## src/rtl/mac_fc_pkg.sv

```systemverilog
// Constants and helper functions of the MAC flow control, aging and timestamp block.
// Contract
// Obey received pause when receive pause enabled
// Pause time converted using configured link speed
// Congestion raised sends pause when transmit enabled
// Pause frame carries timer and source address
// Zero-pause option cancels on congestion release
// Optionally drop frames started after reaction latency
// Half duplex ignores pause, uses carrier backpressure
// Priority pause enabled per priority, own speed
// Pause class n when vector bit n set
// Priority congests when memory exceeds reserved watermark
// Priority frames only for transmit-enabled classes
// Congested priorities carry timer, others carry zero
// Protection mode also pauses all lower priorities
// Enable vector all ones, disabled entries zero
// Resend every half timer while still congested
// No zero-time priority frame on congestion clear
// Later frame gives zero to uncongested priorities
// Control selects forwarding or consuming priority pause
// Discard frames whose transit delay exceeds maximum
// Aging disable per port, count aged frames
// Timestamps are counter plus path delay
// Path delays are signed values
// Backplane mode takes reserved PTP header field
// Pause quanta are 512 bit times scaled
package mac_fc_pkg;
  localparam int NUM_PRIO = 8;
  localparam int TIMER_W = 16;
  localparam int MEM_W = 12;
  localparam int NS_W = 32;
  localparam int DELAY_W = 16;
  localparam int SPEED_W = 2;
  localparam int PRESC_W = 11;
  localparam int FIFO_DEPTH = 8;
  localparam int FRM_W = 1 + NUM_PRIO * TIMER_W;
  localparam logic [7:0] PFC_ENABLE_VECTOR = 8'hFF;
  localparam logic [TIMER_W-1:0] ZERO_TIME = 16'h0000;
  // Reserved PTP header field: byte offset of its first and its last byte.
  localparam logic [5:0] PTP_RSVD_OFFSET = 6'h10;
  localparam logic [5:0] PTP_RSVD_LAST = 6'h13;
  localparam int QUANTUM_BITS = 512;
  localparam int CLK_PERIOD_NS = 40;
  localparam logic [SPEED_W-1:0] SPEED_10M = 2'h0;
  localparam logic [SPEED_W-1:0] SPEED_100M = 2'h1;
  localparam logic [SPEED_W-1:0] SPEED_1G = 2'h2;
  localparam logic [SPEED_W-1:0] SPEED_2G5 = 2'h3;
  // Quantum length per speed in ns (in ps for 2G5), then in clock cycles rounded up.
  localparam int QUANTUM_NS_10M = QUANTUM_BITS * 100;
  localparam int QUANTUM_NS_100M = QUANTUM_BITS * 10;
  localparam int QUANTUM_NS_1G = QUANTUM_BITS;
  localparam int QUANTUM_PS_2G5 = QUANTUM_BITS * 400;
  localparam int QCYC_10M = (QUANTUM_NS_10M + CLK_PERIOD_NS - 1) / CLK_PERIOD_NS;
  localparam int QCYC_100M = (QUANTUM_NS_100M + CLK_PERIOD_NS - 1) / CLK_PERIOD_NS;
  localparam int QCYC_1G = (QUANTUM_NS_1G + CLK_PERIOD_NS - 1) / CLK_PERIOD_NS;
  localparam int QCYC_2G5 = (QUANTUM_PS_2G5 + CLK_PERIOD_NS * 1000 - 1) / (CLK_PERIOD_NS * 1000);

  function automatic logic [PRESC_W-1:0] quantum_cycles(input logic [SPEED_W-1:0] speed);
    case (speed)
      SPEED_10M: quantum_cycles = PRESC_W'(QCYC_10M);
      SPEED_100M: quantum_cycles = PRESC_W'(QCYC_100M);
      SPEED_1G: quantum_cycles = PRESC_W'(QCYC_1G);
      default: quantum_cycles = PRESC_W'(QCYC_2G5);
    endcase
  endfunction

  function automatic logic [NS_W-1:0] add_signed_delay(input logic [NS_W-1:0] ns,
                                                       input logic [DELAY_W-1:0] dly);
    add_signed_delay = ns + {{(NS_W-DELAY_W){dly[DELAY_W-1]}}, dly};
  endfunction
endpackage

```

## src/rtl/mac_fc_fifo.sv

```systemverilog
// Small first-word-fall-through FIFO with valid/ready on both sides.
`timescale 1ns/1ps
module mac_fc_fifo #(
  parameter int WIDTH = 8,
  parameter int DEPTH = 8
) (
  input wire logic clk_in,
  input wire logic rst_n_in,
  // Fill side
  input wire logic in_valid_in,
  output logic in_ready_out,
  input wire logic [WIDTH-1:0] in_data_in,
  // Drain side
  output logic out_valid_out,
  input wire logic out_ready_in,
  output logic [WIDTH-1:0] out_data_out
);
  localparam int PW = $clog2(DEPTH);
  logic [WIDTH-1:0] mem [DEPTH];
  logic [PW-1:0] wr_ptr;
  logic [PW-1:0] rd_ptr;
  logic [PW:0] count;
  logic push;
  logic pop;

  assign in_ready_out = (count != (PW+1)'(DEPTH));
  assign out_valid_out = (count != '0);
  assign push = in_valid_in && in_ready_out;
  assign pop = out_valid_out && out_ready_in;
  assign out_data_out = mem[rd_ptr];

  always_ff @(posedge clk_in) begin
    if (push) begin
      mem[wr_ptr] <= in_data_in;
    end
  end

  always_ff @(posedge clk_in or negedge rst_n_in) begin
    if (!rst_n_in) begin
      wr_ptr <= '0;
      rd_ptr <= '0;
      count <= '0;
    end else begin
      if (push) begin
        wr_ptr <= (wr_ptr == PW'(DEPTH-1)) ? '0 : wr_ptr + 1'b1;
      end
      if (pop) begin
        rd_ptr <= (rd_ptr == PW'(DEPTH-1)) ? '0 : rd_ptr + 1'b1;
      end
      count <= count + (PW+1)'(push) - (PW+1)'(pop);
    end
  end
endmodule

```

## src/rtl/mac_fc_prescaler.sv

```systemverilog
// Pause quantum tick generator: one pulse per 512 bit times at the chosen speed.
`timescale 1ns/1ps
module mac_fc_prescaler
  import mac_fc_pkg::*;
(
  input wire logic clk_in,
  input wire logic rst_n_in,
  input wire logic [SPEED_W-1:0] speed_in,
  output logic tick_out
);
  logic [PRESC_W-1:0] cnt;

  always_ff @(posedge clk_in or negedge rst_n_in) begin
    if (!rst_n_in) begin
      cnt <= '0;
      tick_out <= 1'b0;
    end else begin
      // The speed setting picks the quantum length.  see R02
      tick_out <= (cnt >= quantum_cycles(speed_in) - 1'b1);
      cnt <= (cnt >= quantum_cycles(speed_in) - 1'b1) ? '0 : cnt + 1'b1;
    end
  end
endmodule

```

## src/rtl/mac_fc_top.sv

```systemverilog
// Port flow control (pause and priority pause), frame aging and timestamp adjustment.
`timescale 1ns/1ps
module mac_fc_top (
  // Clock and reset
  input wire logic CLK_SYS_IN,
  input wire logic RST_N_IN,
  // Mode and pause configuration
  input wire logic FDX_IN,
  input wire logic PAUSE_RX_ENABLE_IN,
  input wire logic PAUSE_TX_ENABLE_IN,
  input wire logic [mac_fc_pkg::SPEED_W-1:0] PAUSE_EVAL_SPEED_IN,
  input wire logic [mac_fc_pkg::TIMER_W-1:0] PAUSE_TIMER_VALUE_IN,
  input wire logic CANCEL_WITH_ZERO_ENABLE_IN,
  input wire logic PARTNER_DROP_ENABLE_IN,
  input wire logic [mac_fc_pkg::TIMER_W-1:0] PARTNER_REACTION_LATENCY_IN,
  input wire logic [15:0] PAUSE_SRC_ADDR_HIGH_IN,
  input wire logic [31:0] PAUSE_SRC_ADDR_LOW_IN,
  input wire logic RETRY_AFTER_EXCESS_COLLISION_IN,
  // Priority pause configuration
  input wire logic [mac_fc_pkg::NUM_PRIO-1:0] PRIO_PAUSE_RX_ENABLE_IN,
  input wire logic [mac_fc_pkg::SPEED_W-1:0] PRIO_PAUSE_EVAL_SPEED_IN,
  input wire logic [mac_fc_pkg::NUM_PRIO-1:0] PRIO_PAUSE_TX_ENABLE_IN,
  input wire logic PRIORITY_PROTECTION_MODE_IN,
  input wire logic FORWARD_PRIO_PAUSE_ENABLE_IN,
  // Ingress queue congestion
  input wire logic CONGEST_IN,
  input wire logic [mac_fc_pkg::NUM_PRIO*mac_fc_pkg::MEM_W-1:0] PRIO_MEM_USE_IN,
  input wire logic [mac_fc_pkg::MEM_W-1:0] INGRESS_RESERVED_WATERMARK_IN,
  // Received control frames and frame starts
  input wire logic RX_SOF_IN,
  input wire logic RX_PAUSE_VALID_IN,
  input wire logic [mac_fc_pkg::TIMER_W-1:0] RX_PAUSE_TIME_IN,
  input wire logic RX_PRIO_PAUSE_VALID_IN,
  input wire logic [mac_fc_pkg::NUM_PRIO-1:0] RX_PRIO_VECTOR_IN,
  input wire logic [mac_fc_pkg::NUM_PRIO*mac_fc_pkg::TIMER_W-1:0] RX_PRIO_TIMES_IN,
  // Transmitted pause frame descriptors
  output logic FRM_VALID_OUT,
  input wire logic FRM_READY_IN,
  output logic FRM_PRIO_OUT,
  output logic [7:0] FRM_VECTOR_OUT,
  output logic [mac_fc_pkg::NUM_PRIO*mac_fc_pkg::TIMER_W-1:0] FRM_TIMES_OUT,
  output logic [47:0] FRM_SRC_ADDR_OUT,
  // Egress pause and link status
  output logic EGRESS_PAUSE_OUT,
  output logic [mac_fc_pkg::NUM_PRIO-1:0] PRIO_PAUSE_OUT,
  output logic CARRIER_BP_OUT,
  output logic RETRY_EXC_COL_OUT,
  output logic RX_DROP_OUT,
  output logic RX_PRIO_FORWARD_OUT,
  output logic [mac_fc_pkg::NUM_PRIO-1:0] PRIO_CONGEST_OUT,
  // Frame aging
  input wire logic [mac_fc_pkg::NS_W-1:0] MAX_TRANSIT_DELAY_IN,
  input wire logic AGING_DISABLE_IN,
  input wire logic EGR_SCHED_IN,
  input wire logic [mac_fc_pkg::NS_W-1:0] EGR_RX_DONE_TIME_IN,
  output logic EGR_PASS_OUT,
  output logic EGR_DISCARD_OUT,
  output logic [31:0] AGED_COUNT_OUT,
  // Timestamps
  input wire logic [mac_fc_pkg::NS_W-1:0] NS_COUNTER_IN,
  input wire logic [mac_fc_pkg::DELAY_W-1:0] RX_PATH_DELAY_IN,
  input wire logic [mac_fc_pkg::DELAY_W-1:0] TX_PATH_DELAY_IN,
  input wire logic INGRESS_BACKPLANE_MODE_IN,
  input wire logic TX_SOF_IN,
  input wire logic PTP_HDR_START_IN,
  input wire logic PTP_HDR_VALID_IN,
  input wire logic [7:0] PTP_HDR_BYTE_IN,
  output logic RX_TS_VALID_OUT,
  output logic [mac_fc_pkg::NS_W-1:0] RX_TS_OUT,
  output logic TX_TS_VALID_OUT,
  output logic [mac_fc_pkg::NS_W-1:0] TX_TS_OUT
);
  import mac_fc_pkg::*;

  //----------------------------------------------------------------
  // Quantum ticks
  //----------------------------------------------------------------
  logic tick_std;
  logic tick_prio;

  mac_fc_prescaler u_presc_std (
    .clk_in(CLK_SYS_IN),
    .rst_n_in(RST_N_IN),
    .speed_in(PAUSE_EVAL_SPEED_IN),
    .tick_out(tick_std)
  );

  mac_fc_prescaler u_presc_prio (
    .clk_in(CLK_SYS_IN),
    .rst_n_in(RST_N_IN),
    .speed_in(PRIO_PAUSE_EVAL_SPEED_IN),
    .tick_out(tick_prio)
  );

  //----------------------------------------------------------------
  // Received pause handling
  //----------------------------------------------------------------
  logic [TIMER_W-1:0] std_left;
  logic [TIMER_W-1:0] prio_left [NUM_PRIO];

  always_ff @(posedge CLK_SYS_IN or negedge RST_N_IN) begin
    if (!RST_N_IN) begin
      std_left <= '0;
    end else if (!FDX_IN) begin
      std_left <= '0;
    end else if (RX_PAUSE_VALID_IN && PAUSE_RX_ENABLE_IN) begin
      std_left <= RX_PAUSE_TIME_IN;
    end else if (tick_std && std_left != '0) begin
      std_left <= std_left - 1'b1;
    end
  end
  assign EGRESS_PAUSE_OUT = (std_left != '0);

  for (genvar i = 0; i < NUM_PRIO; i++) begin : g_rx_prio
    always_ff @(posedge CLK_SYS_IN or negedge RST_N_IN) begin
      if (!RST_N_IN) begin
        prio_left[i] <= '0;
      end else if (!FDX_IN) begin
        prio_left[i] <= '0;
      end else if (RX_PRIO_PAUSE_VALID_IN && PRIO_PAUSE_RX_ENABLE_IN[i] && RX_PRIO_VECTOR_IN[i]) begin
        prio_left[i] <= RX_PRIO_TIMES_IN[i*TIMER_W +: TIMER_W]; // see R08
      end else if (tick_prio && prio_left[i] != '0) begin
        prio_left[i] <= prio_left[i] - 1'b1;
      end
    end
    assign PRIO_PAUSE_OUT[i] = (prio_left[i] != '0);
  end

  always_ff @(posedge CLK_SYS_IN or negedge RST_N_IN) begin
    if (!RST_N_IN) begin
      RX_PRIO_FORWARD_OUT <= 1'b0;
    end else begin
      RX_PRIO_FORWARD_OUT <= RX_PRIO_PAUSE_VALID_IN && FORWARD_PRIO_PAUSE_ENABLE_IN;
    end
  end

  //----------------------------------------------------------------
  // Congestion tracking and half duplex backpressure
  //----------------------------------------------------------------
  logic [NUM_PRIO-1:0] prio_cong;
  logic [NUM_PRIO-1:0] prio_act;
  logic [NUM_PRIO-1:0] prio_act_prev;
  logic [NUM_PRIO-1:0] prio_paused;
  logic cong_prev;

  for (genvar i = 0; i < NUM_PRIO; i++) begin : g_cong
    assign prio_cong[i] = PRIO_MEM_USE_IN[i*MEM_W +: MEM_W] > INGRESS_RESERVED_WATERMARK_IN;
    // In protection mode a congested, transmit-enabled higher class drags all lower classes along.
    // A class disabled for flow control keeps a zero time even when dragged along.
    assign prio_paused[i] = PRIO_PAUSE_TX_ENABLE_IN[i]
                            && (PRIORITY_PROTECTION_MODE_IN ? (|prio_act[NUM_PRIO-1:i]) : prio_act[i]);
  end
  assign prio_act = prio_cong & PRIO_PAUSE_TX_ENABLE_IN & {NUM_PRIO{FDX_IN}};
  assign PRIO_CONGEST_OUT = prio_cong;

  always_ff @(posedge CLK_SYS_IN or negedge RST_N_IN) begin
    if (!RST_N_IN) begin
      cong_prev <= 1'b0;
      prio_act_prev <= '0;
    end else begin
      cong_prev <= CONGEST_IN;
      prio_act_prev <= prio_act;
    end
  end

  always_ff @(posedge CLK_SYS_IN or negedge RST_N_IN) begin
    if (!RST_N_IN) begin
      CARRIER_BP_OUT <= 1'b0;
      RETRY_EXC_COL_OUT <= 1'b0;
    end else begin
      CARRIER_BP_OUT <= !FDX_IN && CONGEST_IN;
      RETRY_EXC_COL_OUT <= !FDX_IN && RETRY_AFTER_EXCESS_COLLISION_IN;
    end
  end

  //----------------------------------------------------------------
  // Pause frame requests
  //----------------------------------------------------------------
  logic std_pend;
  logic [TIMER_W-1:0] std_pend_time;
  logic prio_pend;
  logic [TIMER_W-1:0] rep_left;
  logic fifo_ready;
  logic push_std;
  logic push_prio;
  logic [FRM_W-1:0] push_data;
  logic [NUM_PRIO*TIMER_W-1:0] prio_times;
  logic [FRM_W-1:0] pop_data;

  for (genvar i = 0; i < NUM_PRIO; i++) begin : g_tx_times
    // Disabled classes, and uncongested ones not dragged along by protection mode, carry zero.  see R12 see R14
    assign prio_times[i*TIMER_W +: TIMER_W] = prio_paused[i] ? PAUSE_TIMER_VALUE_IN : ZERO_TIME;
  end

  // The standard request wins the single push slot; the priority one waits.
  assign push_std = std_pend && fifo_ready;
  assign push_prio = prio_pend && !std_pend && fifo_ready;
  assign push_data = push_std ? {1'b0, {((NUM_PRIO-1)*TIMER_W){1'b0}}, std_pend_time} : {1'b1, prio_times};

  always_ff @(posedge CLK_SYS_IN or negedge RST_N_IN) begin
    if (!RST_N_IN) begin
      std_pend <= 1'b0;
      std_pend_time <= '0;
    end else if (FDX_IN && PAUSE_TX_ENABLE_IN && CONGEST_IN && !cong_prev) begin
      std_pend <= 1'b1;
      std_pend_time <= PAUSE_TIMER_VALUE_IN;
    end else if (FDX_IN && PAUSE_TX_ENABLE_IN && CANCEL_WITH_ZERO_ENABLE_IN && !CONGEST_IN && cong_prev) begin
      std_pend <= 1'b1;
      std_pend_time <= ZERO_TIME;
    end else if (push_std) begin
      std_pend <= 1'b0;
    end
  end

  // Clearing priority congestion never queues a frame; the partner timer runs out.
  always_ff @(posedge CLK_SYS_IN or negedge RST_N_IN) begin
    if (!RST_N_IN) begin
      prio_pend <= 1'b0;
    end else if ((prio_act & ~prio_act_prev) != '0) begin
      prio_pend <= 1'b1;
    end else if (prio_act != '0 && rep_left == '0 && !prio_pend) begin
      prio_pend <= 1'b1;
    end else if (push_prio) begin
      prio_pend <= 1'b0;
    end
  end

  // Spacing between repeats is half the configured timer, in quanta.
  always_ff @(posedge CLK_SYS_IN or negedge RST_N_IN) begin
    if (!RST_N_IN) begin
      rep_left <= '0;
    end else if (push_prio) begin
      rep_left <= PAUSE_TIMER_VALUE_IN >> 1;
    end else if (tick_std && rep_left != '0) begin
      rep_left <= rep_left - 1'b1;
    end
  end

  mac_fc_fifo #(
    .WIDTH(FRM_W),
    .DEPTH(FIFO_DEPTH)
  ) u_frm_fifo (
    .clk_in(CLK_SYS_IN),
    .rst_n_in(RST_N_IN),
    .in_valid_in(push_std || push_prio),
    .in_ready_out(fifo_ready),
    .in_data_in(push_data),
    .out_valid_out(FRM_VALID_OUT),
    .out_ready_in(FRM_READY_IN),
    .out_data_out(pop_data)
  );
  assign FRM_PRIO_OUT = pop_data[FRM_W-1];
  assign FRM_TIMES_OUT = pop_data[FRM_W-2:0];
  assign FRM_VECTOR_OUT = pop_data[FRM_W-1] ? PFC_ENABLE_VECTOR : 8'h00;
  assign FRM_SRC_ADDR_OUT = {PAUSE_SRC_ADDR_HIGH_IN, PAUSE_SRC_ADDR_LOW_IN};

  //----------------------------------------------------------------
  // Non-complying partner guard
  //----------------------------------------------------------------
  logic [TIMER_W-1:0] lat_left;
  logic [TIMER_W-1:0] guard_left;

  // The guard covers our own sent pause time; a zero frame ends it at once.
  always_ff @(posedge CLK_SYS_IN or negedge RST_N_IN) begin
    if (!RST_N_IN) begin
      lat_left <= '0;
      guard_left <= '0;
    end else if (FRM_VALID_OUT && FRM_READY_IN) begin
      lat_left <= PARTNER_REACTION_LATENCY_IN;
      guard_left <= pop_data[FRM_W-1] ? PAUSE_TIMER_VALUE_IN : pop_data[TIMER_W-1:0];
    end else if (tick_std) begin
      if (lat_left != '0) begin
        lat_left <= lat_left - 1'b1;
      end
      if (guard_left != '0) begin
        guard_left <= guard_left - 1'b1;
      end
    end
  end

  always_ff @(posedge CLK_SYS_IN or negedge RST_N_IN) begin
    if (!RST_N_IN) begin
      RX_DROP_OUT <= 1'b0;
    end else begin
      RX_DROP_OUT <= PARTNER_DROP_ENABLE_IN && RX_SOF_IN && lat_left == '0 && guard_left != '0;
    end
  end

  //----------------------------------------------------------------
  // Frame aging
  //----------------------------------------------------------------
  logic [NS_W-1:0] transit;
  logic aged;
  assign transit = NS_COUNTER_IN - EGR_RX_DONE_TIME_IN;
  assign aged = !AGING_DISABLE_IN && transit > MAX_TRANSIT_DELAY_IN; // see R19

  always_ff @(posedge CLK_SYS_IN or negedge RST_N_IN) begin
    if (!RST_N_IN) begin
      EGR_PASS_OUT <= 1'b0;
      EGR_DISCARD_OUT <= 1'b0;
      AGED_COUNT_OUT <= '0;
    end else begin
      EGR_PASS_OUT <= EGR_SCHED_IN && !aged;
      EGR_DISCARD_OUT <= EGR_SCHED_IN && aged;
      if (EGR_SCHED_IN && aged) begin
        AGED_COUNT_OUT <= AGED_COUNT_OUT + 1'b1;
      end
    end
  end

  //----------------------------------------------------------------
  // Timestamps
  //----------------------------------------------------------------
  logic [5:0] hdr_idx;
  logic [NS_W-1:0] rsvd;
  logic rsvd_done;

  // Bytes of the reserved field are gathered most significant first.
  always_ff @(posedge CLK_SYS_IN or negedge RST_N_IN) begin
    if (!RST_N_IN) begin
      hdr_idx <= '0;
      rsvd <= '0;
    end else if (PTP_HDR_START_IN) begin
      hdr_idx <= '0;
    end else if (PTP_HDR_VALID_IN && hdr_idx <= PTP_RSVD_LAST) begin
      hdr_idx <= hdr_idx + 1'b1;
      if (hdr_idx >= PTP_RSVD_OFFSET) begin
        rsvd <= {rsvd[NS_W-9:0], PTP_HDR_BYTE_IN};
      end
    end
  end
  assign rsvd_done = PTP_HDR_VALID_IN && hdr_idx == PTP_RSVD_LAST;

  always_ff @(posedge CLK_SYS_IN or negedge RST_N_IN) begin
    if (!RST_N_IN) begin
      RX_TS_VALID_OUT <= 1'b0;
      RX_TS_OUT <= '0;
    end else if (INGRESS_BACKPLANE_MODE_IN) begin
      RX_TS_VALID_OUT <= rsvd_done;
      if (rsvd_done) begin
        RX_TS_OUT <= {rsvd[NS_W-9:0], PTP_HDR_BYTE_IN};
      end
    end else begin
      RX_TS_VALID_OUT <= RX_SOF_IN;
      if (RX_SOF_IN) begin
        RX_TS_OUT <= add_signed_delay(NS_COUNTER_IN, RX_PATH_DELAY_IN); // see R21
      end
    end
  end

  always_ff @(posedge CLK_SYS_IN or negedge RST_N_IN) begin
    if (!RST_N_IN) begin
      TX_TS_VALID_OUT <= 1'b0;
      TX_TS_OUT <= '0;
    end else begin
      TX_TS_VALID_OUT <= TX_SOF_IN;
      if (TX_SOF_IN) begin
        TX_TS_OUT <= add_signed_delay(NS_COUNTER_IN, TX_PATH_DELAY_IN); // see R21
      end
    end
  end
endmodule

```

## config.mk

```make
export PLATFORM = sky130hd
export DESIGN_NAME = mac_fc_top
export DESIGN_NICKNAME = d
export VERILOG_FILES = /design/src/rtl/mac_fc_pkg.sv /design/src/rtl/mac_fc_fifo.sv /design/src/rtl/mac_fc_prescaler.sv /design/src/rtl/mac_fc_top.sv
export SDC_FILE = /design/constraint.sdc
export NUM_CORES = 2
export LEC_CHECK = 0
export BUFFER_PORTS_ARGS = -buffer_cell sky130_fd_sc_hd__buf_2
export CORE_MARGIN = 4
export CORE_UTILIZATION = 50
export CTS_BUF_LIST = sky130_fd_sc_hd__clkbuf_8
export DETAILED_ROUTE_END_ITERATION = 8
export GPL_ROUTABILITY_DRIVEN = 1
export HOLD_SLACK_MARGIN = 0.12
export PLACE_DENSITY_LB_ADDON = 0.15
export SLEW_MARGIN = 20
export SYNTH_ARGS = -nofsm -noshare
export SYNTH_HDL_FRONTEND = slang
export SYNTH_SLANG_ARGS = --single-unit
```

## constraint.sdc

```tcl
create_clock -name CLK_SYS_IN -period 19.7 [get_ports CLK_SYS_IN]
set_input_delay 4.925 -clock CLK_SYS_IN [delete_from_list [all_inputs] [get_ports CLK_SYS_IN]]
set_output_delay 4.925 -clock CLK_SYS_IN [all_outputs]
set_load 0.005 [all_outputs]
```

==> flow_metrics.py <==
metrics = {
    "route": {
        "wl_per_cell_um": 25.1,
        "vias_per_cell": 5.78,
        "drc": 0,
        "vias": 43600,
        "wl_um": 189000,
        "drt_first_pass_iters": 5,
        "ant_nets": 0,
        "dr.first_iter.drc_count": 3618,
    },
    "clock_network": {
        "cts_root_buf": "clkbuf_8",
        "cts_hold_buf": 0,
        "cts_tree": "done",
        "numCtsBuffers": 221,
        "worst_setup_hold_path_clk_slew_ns": 0.06,
        "clk_latency_ns": 0.96,
        "clock_sinks": 1419,
        "postCtsSetupBuffers": 0,
        "htree_levels": 4,
        "post_cts_resized": 0,
        "cts_max_path_buffers": 3,
    },
    "grt": {
        "grt_first_pass_wirelength_um": 280000,
        "grt_antenna_before_repair": 65,
        "grt_max_degree": 161,
        "grt_overflow": 0,
        "use_met2_pct": 44.4,
        "grt_pass1_vias": 44200,
        "track_usage_pct": 26.7,
        "met3_usage_pct": 7.25,
        "grtUsageMet1_pct": 34.2,
        "top_usage_layer": "met2",
    },
    "power": {
        "swShare_pct": 33.2,
        "p_sw_mw": 3.25,
        "clkPwrFrac_pct": 24.9,
        "p_int_mw": 6.52,
        "ir_drop_mv": 0.132,
        "power.leakage_nw": 30.9,
        "p_per_area_mw_per_mm2": 127,
        "seqPwrFrac_pct": 42.4,
        "p_comb_share_pct": 32.7,
    },
    "floorplan": {
        "row_count": 134,
        "die_area_mm2": 0.140,
        "ioPinCount": 824,
        "die_h_um": 374,
        "initial_core_util_pct": 50.3,
        "coreArea_mm2": 0.133,
        "die_x_um": 374,
    },
    "synth": {
        "synth-edff-count": 1032,
        "synth_flop_cell": "edfxtp_1",
        "ys_ff_latch": 1419,
        "synth_area_leaders": "edfxtp_1 46%, dfrtp_1 14%, mux4_2 8.7%",
        "synth.avg_cell_area_um2": 14.0,
        "netlist.area_leader.share_pct": 46.2,
        "synth_cell_types": 81,
        "synthArstFlopShare_pct": 27.3,
        "yosys.area.top_type": "edfxtp_1",
        "syn-cell-area_mm2": 0.0671,
        "netlist_instances": 4804,
        "yosysWarnings": 0,
        "synth_seq_area_share_pct": 60.7,
    },
    "final_layout": {
        "final_cell_mix": "1032 x edfxtp_1, 726 x buf_2, 394 x nor2_1, 384 x dfrtp_1, 271 x ha_1",
        "final_nets": 6355,
        "instances_no_fill": 7537,
        "final_common_cell": "edfxtp_1",
        "area_delta_synth_final_pct": 14.5,
        "drive_gt1_share_pct": 27.6,
    },
    "timing": {
        "fin_crit_ns": 11.77,
        "finalSetupTns_ns": 0,
        "fmax_ghz": 0.0849,
        "skew_ns": 0.0685,
        "max_slew_margin_pct": 25.5,
        "hold_violations": 0,
        "worstMarginPinSlew_ns": 1.12,
        "post-route-period-util_pct": 59.8,
        "slew_viol_final": 0,
        "setup_viol": 0,
        "rsz0062_at_grt": "no",
    },
    "critical_path": {
        "rr_worst_depth": 6,
        "rr_startpoint": "u_frm_fifo.rd_ptr[0]$_DFFE_PN0P_",
        "timing.critical_path.from": "INGRESS_RESERVED_WATERMARK_IN[5]",
        "path_class": "in -> out",
        "critPathRequiredTime_ns": 14.78,
        "crit_path_end_kind": "output pin",
        "critPathArrivalTime_ns": 6.85,
        "crit_fanout": 8,
        "crit_path_start_kind": "primary input",
    },
    "hold_path": {
        "hold_path_depth": 1,
        "hold_class": "reg -> reg",
        "min_from": "TX_TS_OUT[25]$_DFFE_PN0P_",
    },
    "run_status": {
        "run_status": "finished clean",
    },
    "place": {
        "hpwl_um": 126000,
        "gp_congestion": 0.918,
        "port_buffers": 727,
        "placedCellCount": 7108,
    },
    "flow_run": {
        "maxCapViolCount": 0,
    },
}
## flip-flops by register name, summed over array words and instances, names as in the netlist, 6 cells and up
register          cells
u_presc_std.cnt      11
u_presc_prio.cnt     11
guard_left           16
u_frm_fifo.mem     1032
AGED_COUNT_OUT       32
hdr_idx               6
lat_left             16
rsvd                 24
RX_TS_OUT            32
prio_act_prev         8
rep_left             16
prio_left           128
std_left             16
TX_TS_OUT            32
std_pend_time        16
## through the flow
| step | setup slack [ns] | hold slack (ns) | utilization, % | area [um^2] | total power [mW] |
|---|---|---|---|---|---|
| 2_1_floorplan | 5.76 | 0.460 | - | 67100 | 6.35 |
| 3_5_place_dp | 7.93 | 0.470 | 54.3 | 72400 | 7.45 |
| 5_1_grt | 7.80 | 0.492 | 57.6 | 76800 | 10.3 |
| 3_3_place_gp | 7.92 | 0.461 | 54.3 | 72400 | 7.40 |
| 6_report | 7.93 | 0.485 | 57.6 | 76800 | 9.77 |
| 4_1_cts | 7.91 | 0.487 | 57.5 | 76700 | 9.90 |
## final cells by class
| cell class | count | area [um^2] |
|---|---|---|
| antenna | 29 | 72.6 |
| clock buffer | 241 | 3320 |
| clock inverter | 159 | 1030 |
| fill | 10900 | 56500 |
| inverter | 164 | 616 |
| multi-input combinational | 2983 | 24800 |
| sequential | 1419 | 40700 |
| tap | 1768 | 2210 |
| timing repair buffer | 774 | 4100 |
## critical path, stage by stage
cell and delay (ns):
buf_2 0.10, inv_1 0.32, ha_1 0.34, a21o_1 0.17, a21o_1 0.17, a21o_1 0.16
a21oi_1 0.16, o221ai_1 0.14, and2_1 0.17, buf_2 0.17
## kinds of logic after synthesis
kind of cell    after synthesis  share of synthesized area (%)
compound gates              824                           7.86
simple gates               1180                           8.52
mux                         459                           12.0
flops                      1419                           60.7
other cells                   1                        0.00559
fa+ha+maj                   275                           5.18
xor+xnor                    243                           3.17
buf+inv                     403                           2.61
## routing by layer
| layer | wire length, um | vias to the layer above |
|---|---|---|
| met5 | 160 | - |
| met4 | 5930 | 26 |
| met3 | 14800 | 326 |
| met2 | 93000 | 1593 |
| met1 | 75200 | 21700 |
| li1 | - | 19900 |
## cell usage after synthesis, types with 9 or more instances
| cell type | instances |
|---|---|
| o21ai_1 | 12 |
| o21a_1 | 37 |
| nand4_1 | 61 |
| dfrtp_1 | 387 |
| mux2i_1 | 23 |
| o22ai_1 | 10 |
| and4_1 | 9 |
| nor2b_1 | 32 |
| nor2_1 | 397 |
| a211oi_1 | 76 |
| a311oi_1 | 13 |
| mux4_2 | 258 |
| clkbuf_1 | 146 |
| or4_1 | 16 |
| inv_1 | 161 |
| buf_1 | 30 |
| and2_1 | 17 |
| a21o_1 | 98 |
| nand2_1 | 250 |
| buf_4 | 57 |
| a22o_1 | 34 |
| nand3_1 | 88 |
| o211ai_1 | 26 |
| o21ai_0 | 178 |
| xor2_1 | 94 |
| o311ai_0 | 26 |
| a21oi_1 | 221 |
| or2_2 | 22 |
| mux2_2 | 178 |
| or3_1 | 38 |
| edfxtp_1 | 1032 |
| nand3b_1 | 14 |
| o21bai_1 | 11 |
| nor4_1 | 44 |
| and3_1 | 43 |
| nor3_1 | 85 |
| nand2b_1 | 31 |
| ha_1 | 271 |
| a31oi_1 | 22 |
| xnor2_1 | 149 |
| a22oi_1 | 10 |
## final timing paths
check | slack, ns | to
setup / recovery | 7.93 | PRIO_CONGEST_OUT[1]
hold / removal | 0.48 | TX_TS_OUT[25]$_DFFE_PN0P_
setup reg to reg | 15.60 | guard_left[13]$_DFFE_PN0P_
hold reg to reg | 0.48 | TX_TS_OUT[25]$_DFFE_PN0P_
max in group asynchronous | 12.12 | prio_left[18]$_DFFE_PN0P_
min in group asynchronous | 4.01 | TX_TS_OUT[4]$_DFFE_PN0P_
## power groups by stage
stage | logic, mW | clock network (mW) | registers, mW
finish | 3.19 | 2.43 | 4.15
global placement | 3.22 | 0 | 4.18
CTS | 3.26 | 2.49 | 4.15
floorplan | 2.13 | 0 | 4.22
global route | 3.48 | 2.63 | 4.20
detailed placement | 3.25 | 0 | 4.20
(Power assumes the default switching activity.)
